$ cat src/inc/csmcc_map.vh
`ifndef CSMCC_MAP_VH
`define CSMCC_MAP_VH

// Register byte offsets on the APB slave.
`define CSMCC_OFS_STATUS 8'h00
`define CSMCC_OFS_MODE 8'h04
`define CSMCC_OFS_COMM 8'h08
`define CSMCC_OFS_MASK 8'h0C
`define CSMCC_OFS_START 8'h10
`define CSMCC_OFS_STOP 8'h14
`define CSMCC_OFS_DATA 8'h18
`define CSMCC_OFS_COUNT 8'h1C
`define CSMCC_OFS_ENABLED 8'h20

// Field positions.
`define CSMCC_ST_ACTIVE 6
`define CSMCC_ST_BUF_FULL 5
`define CSMCC_ST_OVERRUN 0
`define CSMCC_MODE_IRQ_SRC 0
`define CSMCC_MODE_FIXED_ONE 5
`define CSMCC_COMM_TX_EN 15
`define CSMCC_COMM_RX_EN 14
`define CSMCC_MASK_SERIAL 3
`define CSMCC_TRIG_CH 0

// Reset values.
`define CSMCC_RST_MODE 16'h0020
`define CSMCC_RST_COMM 16'h0007
`define CSMCC_RST_MASK 8'hFF
`define CSMCC_RST_COUNT 8'h01

// Timing: system clock and serial link clock periods in ns.
`define CSMCC_CLK_PERIOD_NS 100
`define CSMCC_LINK_PERIOD_NS 800
`define CSMCC_HALF_CYC (`CSMCC_LINK_PERIOD_NS / (2 * `CSMCC_CLK_PERIOD_NS))

// Transmit buffer depth in words.
`define CSMCC_FIFO_DEPTH 8

`endif

$ cat src/logic/csmcc_fifo.v
`timescale 1ns/1ps
module csmcc_fifo #(
  parameter WIDTH = 8,
  parameter DEPTH = 8,
  parameter AW = 3
) (
  // Clock and reset
  input wire pclk,
  input wire presetn,
  // Fill side
  input wire in_valid,
  output wire in_ready,
  input wire [WIDTH-1:0] in_data,
  // Drain side
  output wire out_valid,
  input wire out_ready,
  output wire [WIDTH-1:0] out_data
);

  reg [WIDTH-1:0] mem [0:DEPTH-1];
  reg [AW-1:0] wr_q;
  reg [AW-1:0] rd_q;
  reg [AW:0] cnt_q;
  wire push;
  wire pop;

  assign in_ready = (cnt_q != DEPTH[AW:0]);
  assign out_valid = (cnt_q != {(AW+1){1'b0}});
  assign out_data = mem[rd_q];
  assign push = in_valid & in_ready;
  assign pop = out_valid & out_ready;

  always @(posedge pclk)
  begin
    if (push)
    begin
      mem[wr_q] <= in_data;
    end
  end

  always @(posedge pclk or negedge presetn)
  begin
    if (!presetn)
    begin
      wr_q <= {AW{1'b0}};
      rd_q <= {AW{1'b0}};
      cnt_q <= {(AW+1){1'b0}};
    end
    else
    begin
      if (push)
      begin
        wr_q <= wr_q + 1'b1;
      end
      if (pop)
      begin
        rd_q <= rd_q + 1'b1;
      end
      if (push && !pop)
      begin
        cnt_q <= cnt_q + 1'b1;
      end
      else if (pop && !push)
      begin
        cnt_q <= cnt_q - 1'b1;
      end
    end
  end

endmodule // csmcc_fifo

$ cat src/logic/csmcc_shift.v
`timescale 1ns/1ps
`include "csmcc_map.vh"
module csmcc_shift (
  // Clock and reset
  input wire pclk,
  input wire presetn,
  // Control
  input wire start,
  input wire abort,
  input wire [7:0] tx_byte,
  output reg busy_q,
  output reg done_q,
  output reg [7:0] rx_q,
  // Serial pins
  output reg sck_q,
  output reg mosi_q,
  input wire miso
);

  localparam integer HALF_I = `CSMCC_HALF_CYC - 1;
  localparam [2:0] HALF_M1 = HALF_I[2:0];

  reg miso_m_q;
  reg miso_s_q;
  reg [2:0] cnt_q;
  reg [2:0] bit_q;
  reg [7:0] tx_sh_q;
  reg [7:0] rx_sh_q;

  // Data is driven on the falling edge and sampled on the rising edge.
  always @(posedge pclk or negedge presetn)
  begin
    if (!presetn)
    begin
      miso_m_q <= 1'b0;
      miso_s_q <= 1'b0;
      cnt_q <= 3'h0;
      bit_q <= 3'h0;
      tx_sh_q <= 8'h00;
      rx_sh_q <= 8'h00;
      rx_q <= 8'h00;
      busy_q <= 1'b0;
      done_q <= 1'b0;
      sck_q <= 1'b0;
      mosi_q <= 1'b0;
    end
    else
    begin
      miso_m_q <= miso;
      miso_s_q <= miso_m_q;
      done_q <= 1'b0;
      if (abort)
      begin
        busy_q <= 1'b0;
        sck_q <= 1'b0;
      end
      else if (!busy_q)
      begin
        if (start)
        begin
          busy_q <= 1'b1;
          tx_sh_q <= tx_byte;
          mosi_q <= tx_byte[7];
          cnt_q <= 3'h0;
          bit_q <= 3'h0;
        end
      end
      else if (cnt_q != HALF_M1)
      begin
        cnt_q <= cnt_q + 3'h1;
      end
      else
      begin
        cnt_q <= 3'h0;
        sck_q <= ~sck_q;
        if (!sck_q)
        begin
          rx_sh_q <= {rx_sh_q[6:0], miso_s_q};
        end
        else if (bit_q == 3'h7)
        begin
          busy_q <= 1'b0;
          done_q <= 1'b1;
          rx_q <= rx_sh_q;
        end
        else
        begin
          bit_q <= bit_q + 3'h1;
          tx_sh_q <= {tx_sh_q[6:0], 1'b0};
          mosi_q <= tx_sh_q[6];
        end
      end
    end
  end

endmodule // csmcc_shift

$ cat src/logic/csmcc_top.v
// Design decisions made here: the APB register port and the address map.
`timescale 1ns/1ps
`include "csmcc_map.vh"
module csmcc_top (
  // Clock and reset
  input wire pclk,
  input wire presetn,
  // APB slave
  input wire psel,
  input wire penable,
  input wire pwrite,
  input wire [7:0] paddr,
  input wire [31:0] pwdata,
  output reg [31:0] prdata,
  output reg pready,
  output reg pslverr,
  // Serial link
  output wire sck,
  output wire mosi,
  input wire miso,
  // Interrupt request
  output reg irq_q
);

  localparam [2:0] S_OFF = 3'b001;
  localparam [2:0] S_WAIT = 3'b010;
  localparam [2:0] S_RUN = 3'b100;
  localparam [15:0] RST_MODE = `CSMCC_RST_MODE;
  localparam [15:0] RST_COMM = `CSMCC_RST_COMM;

  reg [2:0] state_q;
  reg [2:0] state_d;
  reg irq_source_select_q;
  reg transmit_enable_bit_q;
  reg receive_enable_bit_q;
  reg [13:0] comm_low_q;
  reg [7:0] mask_q;
  reg [7:0] count_q;
  reg [7:0] remain_q;
  reg [7:0] remain_d;
  reg [7:0] rx_hold_q;
  reg buffer_full_flag_q;
  reg overrun_flag_q;
  reg [31:0] rdata_d;
  reg hit_d;

  wire setup;
  wire access;
  wire wr_en;
  wire rd_en;
  wire [15:0] mode_val;
  wire [15:0] comm_val;
  wire [7:0] status_val;
  wire channel_start_trigger;
  wire channel_stop_trigger;
  wire data_wr;
  wire data_rd;
  wire fifo_in_ready;
  wire fifo_out_valid;
  wire [7:0] fifo_out_data;
  wire launch;
  wire need_tx;
  wire need_rx;
  wire eng_busy;
  wire eng_done;
  wire [7:0] eng_rx;
  wire channel_enabled_status;
  wire transfer_active_flag;
  wire irq_event;

  // Bus phases: the answer is prepared in the setup cycle, so every access
  // completes at the first access-phase edge with no wait states.
  assign setup = psel & ~penable;
  assign access = psel & penable & pready;
  assign wr_en = access & pwrite;
  assign rd_en = access & ~pwrite;

  assign channel_start_trigger = wr_en & (paddr == `CSMCC_OFS_START) &
    pwdata[`CSMCC_TRIG_CH];
  assign channel_stop_trigger = wr_en & (paddr == `CSMCC_OFS_STOP) &
    pwdata[`CSMCC_TRIG_CH];
  assign data_wr = wr_en & (paddr == `CSMCC_OFS_DATA) & fifo_in_ready;
  assign data_rd = rd_en & (paddr == `CSMCC_OFS_DATA);

  assign channel_enabled_status = ~state_q[0];
  assign transfer_active_flag = eng_busy;
  assign need_tx = transmit_enable_bit_q;
  assign need_rx = receive_enable_bit_q;

  // A character may only launch while the engine is idle and, when
  // transmitting, only once the buffer holds a word; otherwise it stalls.
  assign launch = state_q[2] & ~eng_busy & ~eng_done & ~channel_stop_trigger &
    (remain_q != 8'h00) & (~need_tx | fifo_out_valid);

  assign mode_val = {10'h000, 1'b1, 4'h0, irq_source_select_q};
  assign comm_val = {transmit_enable_bit_q, receive_enable_bit_q, comm_low_q};
  assign status_val = {1'b0, transfer_active_flag, buffer_full_flag_q, 4'h0,
    overrun_flag_q};

  always @*
  begin
    hit_d = 1'b1;
    rdata_d = 32'h0000_0000;
    case (paddr)
      `CSMCC_OFS_STATUS: rdata_d = {24'h00_0000, status_val};
      `CSMCC_OFS_MODE: rdata_d = {16'h0000, mode_val};
      `CSMCC_OFS_COMM: rdata_d = {16'h0000, comm_val};
      `CSMCC_OFS_MASK: rdata_d = {24'h00_0000, mask_q};
      `CSMCC_OFS_START: rdata_d = 32'h0000_0000;
      `CSMCC_OFS_STOP: rdata_d = 32'h0000_0000;
      `CSMCC_OFS_DATA: rdata_d = {24'h00_0000, rx_hold_q};
      `CSMCC_OFS_COUNT: rdata_d = {24'h00_0000, count_q};
      `CSMCC_OFS_ENABLED: rdata_d = {31'h0000_0000, channel_enabled_status};
      default: hit_d = 1'b0;
    endcase
  end

  always @(posedge pclk or negedge presetn)
  begin
    if (!presetn)
    begin
      prdata <= 32'h0000_0000;
      pready <= 1'b0;
      pslverr <= 1'b0;
    end
    else
    begin
      pready <= setup;
      if (setup)
      begin
        prdata <= pwrite ? 32'h0000_0000 : rdata_d;
        // A data write into a full buffer is refused with an error.
        pslverr <= ~hit_d | (pwrite & (paddr == `CSMCC_OFS_DATA) & ~fifo_in_ready);
      end
      else
      begin
        pslverr <= 1'b0;
      end
    end
  end

  always @(posedge pclk or negedge presetn)
  begin
    if (!presetn)
    begin
      irq_source_select_q <= RST_MODE[`CSMCC_MODE_IRQ_SRC];
      transmit_enable_bit_q <= RST_COMM[`CSMCC_COMM_TX_EN];
      receive_enable_bit_q <= RST_COMM[`CSMCC_COMM_RX_EN];
      comm_low_q <= RST_COMM[13:0];
      mask_q <= `CSMCC_RST_MASK;
      count_q <= `CSMCC_RST_COUNT;
    end
    else if (wr_en)
    begin
      case (paddr)
        `CSMCC_OFS_MODE: irq_source_select_q <= pwdata[`CSMCC_MODE_IRQ_SRC];
        `CSMCC_OFS_COMM:
        begin
          transmit_enable_bit_q <= pwdata[`CSMCC_COMM_TX_EN];
          receive_enable_bit_q <= pwdata[`CSMCC_COMM_RX_EN];
          comm_low_q <= pwdata[13:0];
        end
        `CSMCC_OFS_MASK: mask_q <= pwdata[7:0];
        `CSMCC_OFS_COUNT: count_q <= pwdata[7:0];
        default: count_q <= count_q;
      endcase
    end
  end

  // Channel sequencing. Stop wins over a start in the same cycle.
  always @*
  begin
    state_d = state_q;
    remain_d = remain_q;
    case (state_q)
      S_OFF:
      begin
        if (channel_start_trigger)
        begin
          state_d = S_WAIT;
        end
      end
      S_WAIT:
      begin
        if (channel_stop_trigger)
        begin
          state_d = S_OFF;
        end
        else if (channel_start_trigger || (remain_q != 8'h00))
        begin
          // With both directions disabled the channel stays waiting.
          if (need_tx | need_rx)
          begin
            state_d = S_RUN;
          end
        end
      end
      S_RUN:
      begin
        if (channel_stop_trigger)
        begin
          state_d = S_OFF;
          remain_d = 8'h00;
        end
        else if (launch)
        begin
          remain_d = remain_q - 8'h01;
        end
        else if ((remain_q == 8'h00) && !eng_busy && !eng_done)
        begin
          state_d = S_WAIT;
        end
      end
      default: state_d = S_OFF;
    endcase
    // Each start reloads the block count; a count of zero moves nothing.
    if (channel_start_trigger && !channel_stop_trigger)
    begin
      remain_d = count_q;
    end
  end

  always @(posedge pclk or negedge presetn)
  begin
    if (!presetn)
    begin
      state_q <= S_OFF;
      remain_q <= 8'h00;
    end
    else
    begin
      state_q <= state_d;
      remain_q <= remain_d;
    end
  end

  // Received characters land in a single holding word; a new one arriving
  // before software read the old one is flagged as an overrun. Set wins
  // over the read that would clear.
  always @(posedge pclk or negedge presetn)
  begin
    if (!presetn)
    begin
      rx_hold_q <= 8'h00;
      buffer_full_flag_q <= 1'b0;
      overrun_flag_q <= 1'b0;
    end
    else
    begin
      if (eng_done && need_rx)
      begin
        rx_hold_q <= eng_rx;
        buffer_full_flag_q <= 1'b1;
        if (buffer_full_flag_q && !data_rd)
        begin
          overrun_flag_q <= 1'b1;
        end
      end
      else if (data_rd)
      begin
        buffer_full_flag_q <= 1'b0;
        overrun_flag_q <= 1'b0;
      end
    end
  end

  // Event choice: a finished character, or the buffer handing its word to
  // the shifter. Nothing is raised while the channel is stopped.
  assign irq_event = (irq_source_select_q ? (launch & need_tx) : eng_done) &
    channel_enabled_status & ~channel_stop_trigger;

  always @(posedge pclk or negedge presetn)
  begin
    if (!presetn)
    begin
      irq_q <= 1'b0;
    end
    else
    begin
      irq_q <= irq_event & ~mask_q[`CSMCC_MASK_SERIAL];
    end
  end

  csmcc_fifo #(
    .WIDTH(8),
    .DEPTH(`CSMCC_FIFO_DEPTH),
    .AW(3)
  ) u_txbuf (
    .pclk(pclk),
    .presetn(presetn),
    .in_valid(data_wr),
    .in_ready(fifo_in_ready),
    .in_data(pwdata[7:0]),
    .out_valid(fifo_out_valid),
    .out_ready(launch & need_tx),
    .out_data(fifo_out_data)
  );

  // Receive-only transfers clock out all ones as filler.
  csmcc_shift u_engine (
    .pclk(pclk),
    .presetn(presetn),
    .start(launch),
    .abort(channel_stop_trigger),
    .tx_byte(need_tx ? fifo_out_data : 8'hFF),
    .busy_q(eng_busy),
    .done_q(eng_done),
    .rx_q(eng_rx),
    .sck_q(sck),
    .mosi_q(mosi),
    .miso(miso)
  );

endmodule // csmcc_top

$ cat config.mk
export PLATFORM = sky130hd
export DESIGN_NAME = csmcc_top
export DESIGN_NICKNAME = d
export VERILOG_FILES = /design/src/logic/csmcc_fifo.v /design/src/logic/csmcc_shift.v /design/src/logic/csmcc_top.v
export VERILOG_INCLUDE_DIRS = /design/src /design/src/inc
export SDC_FILE = /design/constraint.sdc
export NUM_CORES = 1
export LEC_CHECK = 0
export ABC_AREA = 1
export BUFFER_PORTS_ARGS = -buffer_cell sky130_fd_sc_hd__buf_4
export CAP_MARGIN = 20
export CORE_MARGIN = 4
export CORE_UTILIZATION = 50
export DETAILED_ROUTE_END_ITERATION = 8
export PLACE_DENSITY = 0.68
export SKIP_LAST_GASP = 1
export SLEW_MARGIN = 20
export SYNTH_ARGS = -nofsm -noshare
export SYNTH_HDL_FRONTEND = slang
export SYNTH_SLANG_ARGS = --single-unit
$ cat constraint.sdc
create_clock -name pclk -period 2.85 [get_ports pclk]
set_clock_uncertainty 0.1 [all_clocks]
set_input_delay 0.855 -clock pclk [delete_from_list [all_inputs] [get_ports pclk]]
set_output_delay 0.855 -clock pclk [all_outputs]
set_load 0.005 [all_outputs]
==> run_summary.xml <==
<?xml version="1.0" encoding="UTF-8"?>
<metrics>
  <group name="synth">
    <metric name="synth_top_cell_area_share" unit="">0.313</metric>
    <metric name="syn_avg_cell_area" unit="µm²">9.39</metric>
    <metric name="synth.lib_cells_used.distinct" unit="">43</metric>
    <metric name="synth-edff-count" unit="">64</metric>
    <metric name="number_of_warnings_printed_during_yosys_synthesis" unit="">0</metric>
    <metric name="postSynthRegisterBits" unit="">182</metric>
    <metric name="ys_top_cells_by_area" unit="">sky130_fd_sc_hd__dfrtp_1, sky130_fd_sc_hd__edfxtp_1, sky130_fd_sc_hd__nand2_1</metric>
    <metric name="synth_top_cell_by_area" unit="">sky130_fd_sc_hd__dfrtp_1</metric>
    <metric name="synth_area" unit="µm²">8390</metric>
    <metric name="most_frequently_used_cell_type_in_the_post_synthesis_netlist" unit="">sky130_fd_sc_hd__nand2_1</metric>
    <metric name="ys_top_cells_by_count" unit="">sky130_fd_sc_hd__nand2_1, sky130_fd_sc_hd__dfrtp_1, sky130_fd_sc_hd__nand3_1</metric>
    <metric name="synthArstFlopShare" unit="">0.648</metric>
    <metric name="syn_inst" unit="">893</metric>
    <metric name="yosys_most_used_dff" unit="">sky130_fd_sc_hd__dfrtp_1</metric>
    <metric name="yosysSeqAreaShare" unit="">0.583</metric>
  </group>
  <group name="route">
    <metric name="wirelength_met1" unit="µm">8380</metric>
    <metric name="initialDrtViolationCount" unit="">362</metric>
    <metric name="length_of_routed_met2_wiring" unit="µm">8390</metric>
    <metric name="vias_per_cell" unit="">5.09</metric>
    <metric name="post_drt_wl_per_cell" unit="µm">14.7</metric>
    <metric name="vias" unit="">6179</metric>
    <metric name="drc" unit="">0</metric>
    <metric name="totalWireLength" unit="µm">17900</metric>
    <metric name="drt-pass1-iter-count" unit="">5</metric>
    <metric name="antenna_left" unit="">0</metric>
    <metric name="met3RoutedLength" unit="µm">926</metric>
    <metric name="highest_layer" unit="">met4</metric>
  </group>
  <group name="critical_path">
    <metric name="worst-setup-path-type" unit="">flop to flop</metric>
    <metric name="origin_of_the_worst_setup_path" unit="">remain_q[0]</metric>
    <metric name="crit_fanout" unit="">5</metric>
    <metric name="critical_path_required" unit="ns">3.06</metric>
    <metric name="timing.critical_path.arrival" unit="ns">2.83</metric>
    <metric name="r2r-start" unit="">remain_q[0]</metric>
    <metric name="critical_path.endpoint_type" unit="">flop</metric>
    <metric name="worstSetupStartpointType" unit="">flop</metric>
  </group>
  <group name="clock_tree">
    <metric name="post_cts_hold_buffer_count" unit="">0</metric>
    <metric name="tritoncts" unit="">done</metric>
    <metric name="cts-root-to-sink-buffers" unit="">2</metric>
    <metric name="cts_resized" unit="">0</metric>
    <metric name="level_count_of_the_clock_h_tree" unit="">4</metric>
    <metric name="post-cts-setup-buffer-count" unit="">0</metric>
    <metric name="cts_inserted_buffers" unit="">17</metric>
    <metric name="clkLatencyLatePin" unit="ns">0.44</metric>
    <metric name="cts.reportedPaths.clkPinSlew" unit="ns">0.08</metric>
    <metric name="clkSinkCount" unit="">182</metric>
    <metric name="clock-root-buffer" unit="">sky130_fd_sc_hd__clkbuf_16</metric>
  </group>
  <group name="finish">
    <metric name="diodes" unit="">0</metric>
    <metric name="final_layout_size_suffix_gt1_frac" unit="">0.199</metric>
    <metric name="final_net_count" unit="">1037</metric>
    <metric name="nFillCells" unit="">1404</metric>
    <metric name="post-route-cell-area" unit="µm²">9830</metric>
    <metric name="area_growth_syn_to_layout" unit="%">17.2</metric>
  </group>
  <group name="global_routing">
    <metric name="grt_pass1_vias" unit="">5871</metric>
    <metric name="grt_overflow_total" unit="">0</metric>
    <metric name="grt.total_usage" unit="">0.200</metric>
    <metric name="grt_antenna_before_repair" unit="">0</metric>
    <metric name="maximum_number_of_pins_on_one_net_before_global_route_repair" unit="">60</metric>
    <metric name="first_pass_grt_wire_length" unit="µm">29300</metric>
  </group>
  <group name="floorplan">
    <metric name="chipWidth" unit="µm">138</metric>
    <metric name="fp.coreArea" unit="µm²">16500</metric>
    <metric name="start_util" unit="">0.507</metric>
    <metric name="fp-row-count" unit="">47</metric>
    <metric name="die-height" unit="µm">138</metric>
    <metric name="die_area" unit="µm²">18900</metric>
    <metric name="design.portCount" unit="">83</metric>
  </group>
  <group name="timing">
    <metric name="postLayoutSetupSlackWorst" unit="ns">0.234</metric>
    <metric name="final.hold.worst_slack" unit="ns">0.229</metric>
    <metric name="max_freq" unit="GHz">0.382</metric>
    <metric name="timing.final.hold_violations" unit="">0</metric>
    <metric name="slew_of_the_pin_with_the_lowest_slew_margin" unit="ns">0.744</metric>
    <metric name="setup_viol_count_final" unit="">0</metric>
    <metric name="worst_slew_margin_rel" unit="">0.503</metric>
    <metric name="fin_crit_sh" unit="">0.918</metric>
    <metric name="period_needed" unit="ns">2.62</metric>
    <metric name="number_of_max_slew_violations_in_the_final_report" unit="">0</metric>
    <metric name="rsz0062_at_grt" unit="">false</metric>
  </group>
  <group name="place">
    <metric name="dpl_worst_slack" unit="ns">-0.219</metric>
    <metric name="port_buffers" unit="">50</metric>
    <metric name="total_placed_instance_area" unit="µm²">9210</metric>
    <metric name="place_hpwl" unit="µm">12600</metric>
    <metric name="gp_routability_congestion" unit="">0.842</metric>
  </group>
  <group name="power_and_ir_drop">
    <metric name="static-leakage-power" unit="nW">4.67</metric>
    <metric name="p_per_area" unit="nW/µm²">547</metric>
    <metric name="peakVddDrop" unit="µV">506</metric>
    <metric name="power.total" unit="mW">5.37</metric>
  </group>
  <group name="run">
    <metric name="maxCapViolCount" unit="">0</metric>
  </group>
  <group name="min_path">
    <metric name="min_path_type" unit="">input pin to async pin</metric>
  </group>
  <group name="status">
    <metric name="result_of_the_run" unit="">completed</metric>
  </group>
</metrics>
## metrics by stage
step,setup TNS (ns),std cells,util
2_1_floorplan,0,908,-
3_3_place_gp,-0.119,1181,0.558
3_5_place_dp,-0.291,1181,0.558
4_1_cts,0,1213,0.595
5_1_grt,0,1213,0.595
6_report,0,1213,0.595
## metal layers
layer	vias up	GRT usage
li1	3090	-
met2	155	0.310
met3	13	0.0398
met5	-	0
met1	2921	0.288
met4	0	0.0538
## cells by family (layout without fill, tap and decap cells)
family,after synthesis,after routing,synth area share
AND/OR/NAND/NOR,488,488,0.253
flip-flops,182,182,0.583
buffers and inverters,105,190,0.0607
AO/OA/AOI/OAI,89,89,0.0640
adder cells (fa/ha/maj),11,11,0.0173
XOR/XNOR,9,9,0.00940
multiplexers,8,8,0.0116
other,1,16,0.000447
## flip-flops by register name, summed over array words and instances (netlist names), 4 cells and up
name              flops
u_txbuf.mem          64
mask_q                8
rx_hold_q             8
u_engine.tx_sh_q      7
comm_low_q           14
prdata               16
u_engine.rx_sh_q      8
u_engine.rx_q         8
u_txbuf.cnt_q         4
remain_q              8
count_q               8
## report_power, final
part / internal [mW] / total [mW] / leakage [nW] / switching (mW)
registers: 2.73 / 2.75 / 2.09 / 0.0181
logic: 0.0826 / 0.231 / 2.28 / 0.149
clock network: 1.21 / 2.39 / 0.299 / 1.18
total: 4.03 / 5.37 / 4.67 / 1.35
## critical path, stage by stage (launching register included)
cell and delay [ns]:
sky130_fd_sc_hd__dfrtp_1 0.37, sky130_fd_sc_hd__inv_1 0.11, sky130_fd_sc_hd__ha_1 0.20, sky130_fd_sc_hd__inv_1 0.05, sky130_fd_sc_hd__nor2_1 0.05, sky130_fd_sc_hd__nand2_1 0.09
sky130_fd_sc_hd__nand3_1 0.12, sky130_fd_sc_hd__nor2_2 0.16, sky130_fd_sc_hd__nand2_2 0.10, sky130_fd_sc_hd__ha_1 0.22, sky130_fd_sc_hd__inv_2 0.12, sky130_fd_sc_hd__ha_4 0.23
sky130_fd_sc_hd__a21oi_1 0.12, sky130_fd_sc_hd__nand2_1 0.08, sky130_fd_sc_hd__a21oi_1 0.11, sky130_fd_sc_hd__o21ai_0 0.11, sky130_fd_sc_hd__xor2_1 0.16
## area by class of cell
| type | instances | area [µm²] | area share |
|---|---|---|---|
| multi-input combinational | 621 | 3070 | 0.313 |
| clock buffer | 17 | 425 | 0.0433 |
| timing repair buffer | 95 | 738 | 0.0751 |
| sequential | 182 | 4890 | 0.497 |
| tap | 220 | 275 | 0.0280 |
| clock inverter | 15 | 191 | 0.0195 |
| inverter | 63 | 236 | 0.0241 |
## final timing paths
check | endpoint | slack (ns) | depth (start not counted)
max | u_txbuf.cnt_q[3] | 0.23 | 16
max in group asynchronous | mask_q[6] | 1.75 | 2
min | u_engine.tx_sh_q[6] | 0.23 | 1
max reg2reg | u_txbuf.cnt_q[3] | 0.23 | 16
min reg2reg | u_engine.miso_s_q | 0.26 | 0
min in group pclk | u_engine.miso_s_q | 0.26 | 0
## cell usage in the layout (no fill, tap or decap), drive strengths merged, types with 10 or more instances in the layout
master  Yosys  routed
a21oi      12      12
buf        35      95
clkbuf      7      17
conb        1      16
dfrtp     105     105
dfstp      13      13
edfxtp     64      64
ha         10      10
inv        60      70
nand2     318     318
nand3      84      84
nand4      11      11
nor2       49      49
nor3       13      13
o21ai      64      64
or2        10      10
Note: power is estimated with default switching activity, not from simulation.
